[config.mk]
export PLATFORM = sky130hd
export DESIGN_NAME = dtm_dual_timer
export DESIGN_NICKNAME = d
export VERILOG_FILES = /design/src/dtm_dual_timer.v
export VERILOG_INCLUDE_DIRS = /design/src
export SDC_FILE = /design/constraint.sdc
export NUM_CORES = 1
export LEC_CHECK = 0
export BUFFER_PORTS_ARGS = -buffer_cell sky130_fd_sc_hd__buf_2
export CAP_MARGIN = 20
export CORE_MARGIN = 3
export CORE_UTILIZATION = 53
export CTS_CLUSTER_DIAMETER = 200
export CTS_CLUSTER_SIZE = 40
export DETAILED_ROUTE_END_ITERATION = 12
export PLACE_DENSITY = 0.72
export SYNTH_ARGS = -nofsm -noshare
export SYNTH_HDL_FRONTEND = slang
export SYNTH_SLANG_ARGS = --single-unit
[constraint.sdc]
create_clock -name i_ref_clk -period 5.36 [get_ports i_ref_clk]
set_clock_uncertainty 0.2 [all_clocks]
set_input_delay 0.536 -clock i_ref_clk [delete_from_list [all_inputs] [get_ports i_ref_clk]]
set_output_delay 0.536 -clock i_ref_clk [all_outputs]
set_load 0.05 [all_outputs]
[src/dtm_defs.vh]
// constants for the dual timer / event counter block
// assumes one 250 MHz reference clock and an AXI4-Lite master
`ifndef DTM_DEFS_VH
`define DTM_DEFS_VH

// register byte offsets
`define DTM_ADDR_CTRL      4'h0
`define DTM_ADDR_MODE      4'h4
`define DTM_ADDR_LOW0      4'h8
`define DTM_ADDR_HIGH0     4'hC
`define DTM_ADDR_LOW1      5'h10
`define DTM_ADDR_HIGH1     5'h14

// control register fields
`define DTM_CTRL_RUN0      4
`define DTM_CTRL_OVF0      5
`define DTM_CTRL_RUN1      6
`define DTM_CTRL_OVF1      7

// mode register fields, per timer nibble
`define DTM_MODE_QUAL      3
`define DTM_MODE_SRC       2

// mode codes
`define DTM_M_13BIT        2'b00
`define DTM_M_16BIT        2'b01
`define DTM_M_RELOAD       2'b10
`define DTM_M_SPLIT        2'b11

// reset values
`define DTM_CTRL_RST       8'h00
`define DTM_MODE_RST       8'h00

// timing
`define DTM_OSC_PER_PCYC   12
`define DTM_PCYC_W         4

// bus answers
`define DTM_RESP_OKAY      2'b00
`define DTM_RESP_SLVERR    2'b10

`endif

[src/dtm_dual_timer.v]
// two 16-bit timer / event counters with an AXI4-Lite register slave
// assumes count and gating pins are asynchronous to i_ref_clk
`timescale 1ns/1ps
`include "dtm_defs.vh"

module dtm_dual_timer (
  input  wire        i_ref_clk,
  input  wire        i_rst,
  // pins
  input  wire        i_count_pin_0,
  input  wire        i_count_pin_1,
  input  wire        i_gating_pin_0,
  input  wire        i_gating_pin_1,
  // interrupt service acknowledge
  input  wire        i_irq_ack_0,
  input  wire        i_irq_ack_1,
  output reg         o_irq_0,
  output reg         o_irq_1,
  output reg         o_baud_tick,
  // axi4-lite
  input  wire [7:0]  i_s_axi_awaddr,
  input  wire        i_s_axi_awvalid,
  output reg         o_s_axi_awready,
  input  wire [31:0] i_s_axi_wdata,
  input  wire [3:0]  i_s_axi_wstrb,
  input  wire        i_s_axi_wvalid,
  output reg         o_s_axi_wready,
  output reg  [1:0]  o_s_axi_bresp,
  output reg         o_s_axi_bvalid,
  input  wire        i_s_axi_bready,
  input  wire [7:0]  i_s_axi_araddr,
  input  wire        i_s_axi_arvalid,
  output reg         o_s_axi_arready,
  output reg  [31:0] o_s_axi_rdata,
  output reg  [1:0]  o_s_axi_rresp,
  output reg         o_s_axi_rvalid,
  input  wire        i_s_axi_rready
);

  // ==========================================================
  // functions
  // ==========================================================
  // one count step: returns {ovf, high, low}
  function [16:0] dtm_step;
    input [1:0] mode;
    input [7:0] hi;
    input [7:0] lo;
    reg   [5:0] pre;
    reg   [8:0] sum;
    begin
      pre = 6'd0;
      sum = 9'd0;
      case (mode)
        `DTM_M_13BIT: begin
          pre = {1'b0, lo[4:0]} + 6'd1;
          if (pre[5]) begin
            sum = {1'b0, hi} + 9'd1;
            dtm_step = {sum[8], sum[7:0], lo[7:5], pre[4:0]};
          end else begin
            dtm_step = {1'b0, hi, lo[7:5], pre[4:0]};
          end
        end
        `DTM_M_16BIT: begin
          dtm_step = {({hi, lo} == 16'hFFFF), {hi, lo} + 16'h0001};
        end
        `DTM_M_RELOAD: begin
          if (lo == 8'hFF) begin
            dtm_step = {1'b1, hi, hi};
          end else begin
            dtm_step = {1'b0, hi, lo + 8'h01};
          end
        end
        default: begin
          dtm_step = {1'b0, hi, lo};
        end
      endcase
    end
  endfunction

  // register address decode to a select code, 7 is unmapped
  function [2:0] dtm_dec;
    input [7:0] a;
    begin
      case (a)
        {4'h0, `DTM_ADDR_CTRL}:  dtm_dec = 3'd0;
        {4'h0, `DTM_ADDR_MODE}:  dtm_dec = 3'd1;
        {4'h0, `DTM_ADDR_LOW0}:  dtm_dec = 3'd2;
        {4'h0, `DTM_ADDR_HIGH0}: dtm_dec = 3'd3;
        {3'h0, `DTM_ADDR_LOW1}:  dtm_dec = 3'd4;
        {3'h0, `DTM_ADDR_HIGH1}: dtm_dec = 3'd5;
        default:                 dtm_dec = 3'd7;
      endcase
    end
  endfunction

  // ==========================================================
  // peripheral cycle strobe
  // ==========================================================
  reg [`DTM_PCYC_W-1:0] div_r;
  reg                   pcyc_r;

  always @(posedge i_ref_clk) begin
    if (i_rst) begin
      div_r  <= {`DTM_PCYC_W{1'b0}};
      pcyc_r <= 1'b0;
    end else if (div_r == `DTM_OSC_PER_PCYC - 1) begin
      div_r  <= {`DTM_PCYC_W{1'b0}};
      pcyc_r <= 1'b1;
    end else begin
      div_r  <= div_r + {{(`DTM_PCYC_W-1){1'b0}}, 1'b1};
      pcyc_r <= 1'b0;
    end
  end

  // ==========================================================
  // pin synchronisers: 3 flops, accept when 2nd and 3rd agree
  // ==========================================================
  reg [3:0] pin_s1_r;
  reg [3:0] pin_s2_r;
  reg [3:0] pin_s3_r;
  reg [3:0] pin_r;
  reg [1:0] cnt_smp_r;
  wire [1:0] fall;

  always @(posedge i_ref_clk) begin
    if (i_rst) begin
      pin_s1_r  <= 4'h0;
      pin_s2_r  <= 4'h0;
      pin_s3_r  <= 4'h0;
      pin_r     <= 4'h0;
      cnt_smp_r <= 2'b00;
    end else begin
      pin_s1_r <= {i_gating_pin_1, i_gating_pin_0, i_count_pin_1, i_count_pin_0};
      pin_s2_r <= pin_s1_r;
      pin_s3_r <= pin_s2_r;
      pin_r    <= (pin_s2_r & pin_s3_r) | (pin_r & (pin_s2_r | pin_s3_r));
      if (pcyc_r) begin
        cnt_smp_r <= pin_r[1:0];
      end
    end
  end

  // high in previous sample, low in this one
  assign fall = cnt_smp_r & ~pin_r[1:0];

  // ==========================================================
  // registers
  // ==========================================================
  reg [7:0] mode_r;
  reg       run0_r;
  reg       run1_r;
  reg [7:0] low0_r;
  reg [7:0] high0_r;
  reg [7:0] low1_r;
  reg [7:0] high1_r;

  wire [1:0] m0 = mode_r[1:0];
  wire [1:0] m1 = mode_r[5:4];
  wire       split = (m0 == `DTM_M_SPLIT);

  // enable per timer
  wire en0  = run0_r & (~mode_r[`DTM_MODE_QUAL] | pin_r[2]);
  wire run1_eff = split ? 1'b1 : run1_r;
  wire en1  = run1_eff & (~mode_r[4+`DTM_MODE_QUAL] | pin_r[3]);
  wire inc0 = pcyc_r & en0 & (mode_r[`DTM_MODE_SRC] ? fall[0] : 1'b1);
  wire inc1 = pcyc_r & en1 & (mode_r[4+`DTM_MODE_SRC] ? fall[1] : 1'b1);
  wire inc0h = pcyc_r & run1_r & split;

  wire [16:0] st0 = dtm_step(m0, high0_r, low0_r);
  wire [16:0] st1 = dtm_step(m1, high1_r, low1_r);
  // split halves are plain 8-bit counters: reload zero, so they wrap
  wire [16:0] stl = dtm_step(`DTM_M_RELOAD, 8'h00, low0_r);
  wire [16:0] sth = dtm_step(`DTM_M_RELOAD, 8'h00, high0_r);

  wire        t0_ovf  = split ? (inc0 & stl[16]) : (inc0 & st0[16]);
  wire        t0h_ovf = inc0h & sth[16];
  wire        t1_ovf  = inc1 & st1[16] & (m1 != `DTM_M_SPLIT);

  // ==========================================================
  // bus write side
  // ==========================================================
  reg [7:0]  awaddr_r;
  reg        aw_held_r;
  reg [31:0] wdata_r;
  reg [3:0]  wstrb_r;
  reg        w_held_r;
  wire       wr_do = aw_held_r & w_held_r & ~o_s_axi_bvalid;
  wire [2:0] wsel  = dtm_dec(awaddr_r);
  wire       wbyte = wr_do & wstrb_r[0];
  wire [7:0] wd    = wdata_r[7:0];

  always @(posedge i_ref_clk) begin
    if (i_rst) begin
      awaddr_r        <= 8'h00;
      aw_held_r       <= 1'b0;
      wdata_r         <= 32'h0000_0000;
      wstrb_r         <= 4'h0;
      w_held_r        <= 1'b0;
      o_s_axi_awready <= 1'b1;
      o_s_axi_wready  <= 1'b1;
      o_s_axi_bvalid  <= 1'b0;
      o_s_axi_bresp   <= `DTM_RESP_OKAY;
    end else begin
      if (i_s_axi_awvalid & o_s_axi_awready) begin
        awaddr_r        <= i_s_axi_awaddr;
        aw_held_r       <= 1'b1;
        o_s_axi_awready <= 1'b0;
      end
      if (i_s_axi_wvalid & o_s_axi_wready) begin
        wdata_r        <= i_s_axi_wdata;
        wstrb_r        <= i_s_axi_wstrb;
        w_held_r       <= 1'b1;
        o_s_axi_wready <= 1'b0;
      end
      if (wr_do) begin
        aw_held_r      <= 1'b0;
        w_held_r       <= 1'b0;
        o_s_axi_bvalid <= 1'b1;
        o_s_axi_bresp  <= (wsel == 3'd7) ? `DTM_RESP_SLVERR : `DTM_RESP_OKAY;
      end
      if (o_s_axi_bvalid & i_s_axi_bready) begin
        o_s_axi_bvalid  <= 1'b0;
        o_s_axi_awready <= 1'b1;
        o_s_axi_wready  <= 1'b1;
      end
    end
  end

  // ==========================================================
  // control, mode and flags
  // ==========================================================
  always @(posedge i_ref_clk) begin
    if (i_rst) begin
      mode_r  <= `DTM_MODE_RST;
      run0_r  <= 1'b0;
      run1_r  <= 1'b0;
      o_irq_0 <= 1'b0;
      o_irq_1 <= 1'b0;
    end else begin
      if (wbyte && wsel == 3'd1) begin
        mode_r <= wd;
      end
      if (wbyte && wsel == 3'd0) begin
        run0_r <= wd[`DTM_CTRL_RUN0];
        run1_r <= wd[`DTM_CTRL_RUN1];
      end
      // set wins over software write and service clear
      if (t0_ovf) begin
        o_irq_0 <= 1'b1;
      end else if (wbyte && wsel == 3'd0) begin
        o_irq_0 <= wd[`DTM_CTRL_OVF0];
      end else if (i_irq_ack_0) begin
        o_irq_0 <= 1'b0;
      end
      if (t0h_ovf | (t1_ovf & ~split)) begin
        o_irq_1 <= 1'b1;
      end else if (wbyte && wsel == 3'd0) begin
        o_irq_1 <= wd[`DTM_CTRL_OVF1];
      end else if (i_irq_ack_1) begin
        o_irq_1 <= 1'b0;
      end
    end
  end

  // ==========================================================
  // count bytes: software load has priority over counting
  // ==========================================================
  always @(posedge i_ref_clk) begin
    if (i_rst) begin
      low0_r      <= 8'h00;
      high0_r     <= 8'h00;
      low1_r      <= 8'h00;
      high1_r     <= 8'h00;
      o_baud_tick <= 1'b0;
    end else begin
      o_baud_tick <= t1_ovf;
      if (wbyte && wsel == 3'd2) begin
        low0_r <= wd;
      end else if (inc0) begin
        low0_r <= split ? stl[7:0] : st0[7:0];
      end
      if (wbyte && wsel == 3'd3) begin
        high0_r <= wd;
      end else if (inc0h) begin
        high0_r <= sth[7:0];
      end else if (inc0 & ~split) begin
        high0_r <= st0[15:8];
      end
      if (wbyte && wsel == 3'd4) begin
        low1_r <= wd;
      end else if (inc1) begin
        low1_r <= st1[7:0];
      end
      if (wbyte && wsel == 3'd5) begin
        high1_r <= wd;
      end else if (inc1) begin
        high1_r <= st1[15:8];
      end
    end
  end

  // ==========================================================
  // bus read side
  // ==========================================================
  reg [7:0] rd_byte;
  wire [2:0] rsel = dtm_dec(i_s_axi_araddr);

  always @* begin
    case (rsel)
      3'd0:    rd_byte = {o_irq_1, run1_r, o_irq_0, run0_r, 4'h0};
      3'd1:    rd_byte = mode_r;
      3'd2:    rd_byte = low0_r;
      3'd3:    rd_byte = high0_r;
      3'd4:    rd_byte = low1_r;
      3'd5:    rd_byte = high1_r;
      default: rd_byte = 8'h00;
    endcase
  end

  always @(posedge i_ref_clk) begin
    if (i_rst) begin
      o_s_axi_arready <= 1'b1;
      o_s_axi_rvalid  <= 1'b0;
      o_s_axi_rdata   <= 32'h0000_0000;
      o_s_axi_rresp   <= `DTM_RESP_OKAY;
    end else if (i_s_axi_arvalid & o_s_axi_arready) begin
      o_s_axi_arready <= 1'b0;
      o_s_axi_rvalid  <= 1'b1;
      o_s_axi_rdata   <= {24'h00_0000, rd_byte};
      o_s_axi_rresp   <= (rsel == 3'd7) ? `DTM_RESP_SLVERR : `DTM_RESP_OKAY;
    end else if (o_s_axi_rvalid & i_s_axi_rready) begin
      o_s_axi_rvalid  <= 1'b0;
      o_s_axi_arready <= 1'b1;
    end
  end

endmodule // dtm_dual_timer

==> parameters.txt <==
Parameter                              Value

Worst hold path
  Hold crit path type ... input pin to register

CTS
  Clock latency at the later pin of the worst-skew pair ... 0.36 ns
  Post-CTS setup buffers ... 0
  H-tree levels ... 3
  Count of clock tree sinks ... 102
  Clock root buffer master ... sky130_fd_sc_hd__clkbuf_16
  Clock tree from TritonCTS ... done
  Clock-pin slew reported for the worst setup and hold paths after clock tree synthesis ... 0.08 ns
  Number of hold buffers added after cts ... 0
  Count of instances resized after the clock tree is built ... 0
  Cts bufs inserted ... 9
  Maximum clock path buffer count ... 2

Placement
  Input/output buffers ... 55
  DP Wirelength ... 12520 um
  Final weighted congestion of routability-driven global placement ... 0.9543

Timing
  Worst-case headroom to the max-slew limit ... 55.65%
  Count of endpoints failing setup in the final report ... 0
  Final sum of negative setup slack ... 0 ns
  Transition time at the pin with the least slew margin ... 0.6612 ns
  Fin crit period ... 3.249 ns
  Final hold violations ... 0
  RSZ-0062 raised after global routing ... no
  Final-report max-slew violation count ... 0
  FMAX ... 0.3078 GHz
  Post-Route Hold Slack ... 0.1774 ns
  Final worst path period share ... 60.61%

Floorplan
  Core ar. ... 0.01108 mm2
  Num rows ... 38
  Initial standard-cell utilization of the core ... 55.22%
  Die extent in x ... 113.4 um
  Count of boundary I/O pins ... 109
  Die Span Y ... 113.4 um
  Die outline area ... 0.01287 mm2

Yosys
  Count of distinct cell types in the synthesized netlist ... 76
  Primary flip-flop cell chosen by synthesis mapping ... sky130_fd_sc_hd__dfxtp_1
  Sequential area share after synthesis ... 33.38%
  Avg Synthesized Cell Area ... 7.724 um2
  Seq cells post-synth ... 102
  YS warnings ... 0
  Number of flops mapped to enable cells by yosys ... 0
  Syn Std Cell Area ... 0.006117 mm2
  FFs w/ async S/R, synth ... 0%
  Gate Count Post-Synth ... 792

Setup path
  Startpoint-to-endpoint class of the critical path ... register to register
  Worst setup SP type ... register
  Signal arrival time at the worst endpoint ... 3.31 ns
  Maximum single-stage delay on the critical path ... 0.61 ns
  Worst R2R Setup Slack ... 2.11 ns
  Reg2reg path depth ... 7
  Series of cell instances along the critical path ... ha_1 -> nor2_1 -> a2111o_1 -> a211o_1 -> nor2_1 -> nand2_1 -> o32ai_1
  WP data required ... 5.43 ns
  CP max FO ... 14
  Startpoint of the most critical register-to-register path ... mode_r[1]
  Master of the slowest instance on the critical path ... sky130_fd_sc_hd__ha_1
  Crit-path most repeated cell ... sky130_fd_sc_hd__nor2_1
  Worst R2R End ... high1_r[5]
  Startpoint of the worst setup timing path ... mode_r[1]
  Setup crit end ... high1_r[5]
  Endpoint class of the critical path ... register

GRT
  Total congestion overflow after global routing ... 0
  GR Util All Layers ... 27.01%
  Pin count of the biggest net entering global routing ... 48
  Global-route wire length before repair ... 27860 um
  Number of global-route vias before repair ... 5368
  Initial antenna violation count ... 0

Drt
  Number of iterations in the first detailed-routing pass ... 5
  Final wirelength ... 17440 um
  Total via count in the routed design ... 6038
  DR vias/cell ... 6.309
  Average wire per cell in the routed design ... 18.22 um
  Drc violations ... 0
  Final antenna-violating net count ... 0
  DRT iter0 DRCs ... 571

Power and ir drop
  Worst IR Drop VDD ... 0.0002949 V
  Combinational fraction of design power ... 8.8%
  Power density cells ... 249.4 mW/mm2
  Net switching component of the power ... 460.1 uW
  Sequential power share ... 48.5%
  Cell internal power dissipation ... 1190 uW
  Leakage power ... 0.002518 uW
  Sw Share ... 27.89%
  Total power after layout ... 1650 uW
  Relative contribution of the clock network to total power ... 42.7%

Cells and area
  Layout cells sized above 1 ... 11.38%
  Final nets ... 893
  Layout overhead on the synthesized area ... 8.120%
  Diode insertion count for antenna repair ... 0

Outcome
  Status ... finished clean

Flow run
  Max-cap violations ... 0
critical path, delay by kind of cell (launching register included):
| kind | cells | cell delay, ns |
|---|---|---|
| adder cells (fa/ha/maj) | 1 | 0.61 |
| AND/OR/NAND/NOR | 3 | 0.55 |
| AO/OA/AOI/OAI | 3 | 1.29 |
| flip-flops | 1 | 0.48 |
metal layers:
| layer | vias to the layer above | share of wire, % | global-route usage (%) |
|---|---|---|---|
| met5 | - | 0 | 0 |
| met4 | 0 | 2.1 | 8.173 |
| met3 | 33 | 9.6 | 6.260 |
| met2 | 297 | 45 | 41.79 |
| met1 | 2824 | 43 | 37.61 |
| li1 | 2884 | - | - |
placed cells by master, fill, tap and decap left out, types with 9 or more instances in the layout:
cell	Yosys	layout
sky130_fd_sc_hd__inv_1	20	20
sky130_fd_sc_hd__o21ai_0	48	48
sky130_fd_sc_hd__nor3_1	25	25
sky130_fd_sc_hd__buf_2	7	55
sky130_fd_sc_hd__a211oi_1	11	11
sky130_fd_sc_hd__and3_1	20	20
sky130_fd_sc_hd__nand3_1	39	39
sky130_fd_sc_hd__a21oi_1	58	58
sky130_fd_sc_hd__dfxtp_1	102	102
sky130_fd_sc_hd__mux2i_1	23	23
sky130_fd_sc_hd__clkbuf_16	0	9
sky130_fd_sc_hd__a31oi_1	15	15
sky130_fd_sc_hd__nand2_1	87	87
sky130_fd_sc_hd__ha_1	16	16
sky130_fd_sc_hd__nor2_1	76	76
sky130_fd_sc_hd__nor2b_1	20	20
sky130_fd_sc_hd__nand4_1	11	11
sky130_fd_sc_hd__conb_1	1	26
registers in the layout (all words and copies together) (netlist names), 2 cells and up:
signal	flops
awaddr_r	8
cnt_smp_r	2
div_r	4
high0_r	8
high1_r	8
low0_r	8
low1_r	8
mode_r	8
o_s_axi_rdata	8
pin_r	4
pin_s1_r	4
pin_s2_r	4
pin_s3_r	4
wdata_r	8
kinds of logic (layout without fill, tap and decap cells):
family | Yosys count | in the layout | share of synthesized area, %
adder cells (fa/ha/maj) | 16 | 16 | 3.273
buffers and inverters | 93 | 93 | 7.568
multiplexers | 27 | 27 | 4.500
XOR/XNOR | 7 | 7 | 1.002
AO/OA/AOI/OAI | 215 | 215 | 22.89
AND/OR/NAND/NOR | 331 | 331 | 27.33
other | 1 | 26 | 0.06130
flip-flops | 102 | 102 | 33.38
synthesized netlist by cell type, types with 8 or more instances:
library cell / instances / area, um2
sky130_fd_sc_hd__nor4_1: 8 / 50.05
sky130_fd_sc_hd__and3_1: 20 / 125.1
sky130_fd_sc_hd__nand4_1: 11 / 68.82
sky130_fd_sc_hd__a31oi_1: 15 / 93.84
sky130_fd_sc_hd__nor2b_1: 20 / 125.1
sky130_fd_sc_hd__nand2b_1: 8 / 50.05
sky130_fd_sc_hd__nor2_1: 76 / 285.3
sky130_fd_sc_hd__ha_1: 16 / 200.2
sky130_fd_sc_hd__a21oi_1: 58 / 290.3
sky130_fd_sc_hd__buf_4: 26 / 195.2
sky130_fd_sc_hd__and2_1: 8 / 50.05
sky130_fd_sc_hd__o22ai_1: 8 / 50.05
sky130_fd_sc_hd__o211ai_1: 8 / 60.06
sky130_fd_sc_hd__o21ai_0: 48 / 240.2
sky130_fd_sc_hd__dfxtp_1: 102 / 2042
sky130_fd_sc_hd__nand2_1: 87 / 326.6
sky130_fd_sc_hd__a211oi_1: 11 / 82.58
sky130_fd_sc_hd__clkbuf_1: 38 / 142.6
sky130_fd_sc_hd__nand3_1: 39 / 195.2
sky130_fd_sc_hd__nor3_1: 25 / 125.1
sky130_fd_sc_hd__mux2i_1: 23 / 230.2
sky130_fd_sc_hd__inv_1: 20 / 75.07
cell type report:
class,instances,area (um2)
inverter,20,75.07
clock inverter,7,100.1
clock buffer,9,225.2
timing repair buffer,57,290.3
fill,1035,4464
multi-input combinational,622,3706
tap,140,175.2
sequential,102,2042
through the flow:
| stage | area, um2 | setup slack (ns) | cells | utilization, % |
|---|---|---|---|---|
| 3_3_place_gp | 6289 | 2.212 | 941 | 56.77 |
| 5_1_grt | 6614 | 1.926 | 957 | 59.70 |
| 4_1_cts | 6614 | 2.169 | 957 | 59.70 |
| 2_1_floorplan | 6211 | 2.767 | 817 | - |
| 3_5_place_dp | 6289 | 2.187 | 941 | 56.77 |
| 6_report | 6614 | 2.111 | 957 | 59.70 |
power groups by stage:
stage | clock network [uW] | registers [uW] | logic, uW
global placement | 0 | 816 | 140
floorplan | 0 | 821 | 114
CTS | 714 | 799 | 144
global route | 748 | 802 | 157
finish | 705 | 800 | 145
detailed placement | 0 | 817 | 144
worst min-delay path by stage:
stage	startpoint	to	slack [ns]	depth (start not counted)
global placement	pin_s1_r[2]	pin_s2_r[2]	0.22	1
global route	i_gating_pin_0	pin_s1_r[2]	0.18	2
finish	i_s_axi_wvalid	o_s_axi_wready	0.18	2
CTS	i_gating_pin_0	pin_s1_r[2]	0.17	2
detailed placement	pin_s1_r[0]	pin_s2_r[0]	0.22	1
floorplan	pin_s1_r[0]	pin_s2_r[0]	0.21	1
No activity file was read; power rests on OpenSTA's default activity.
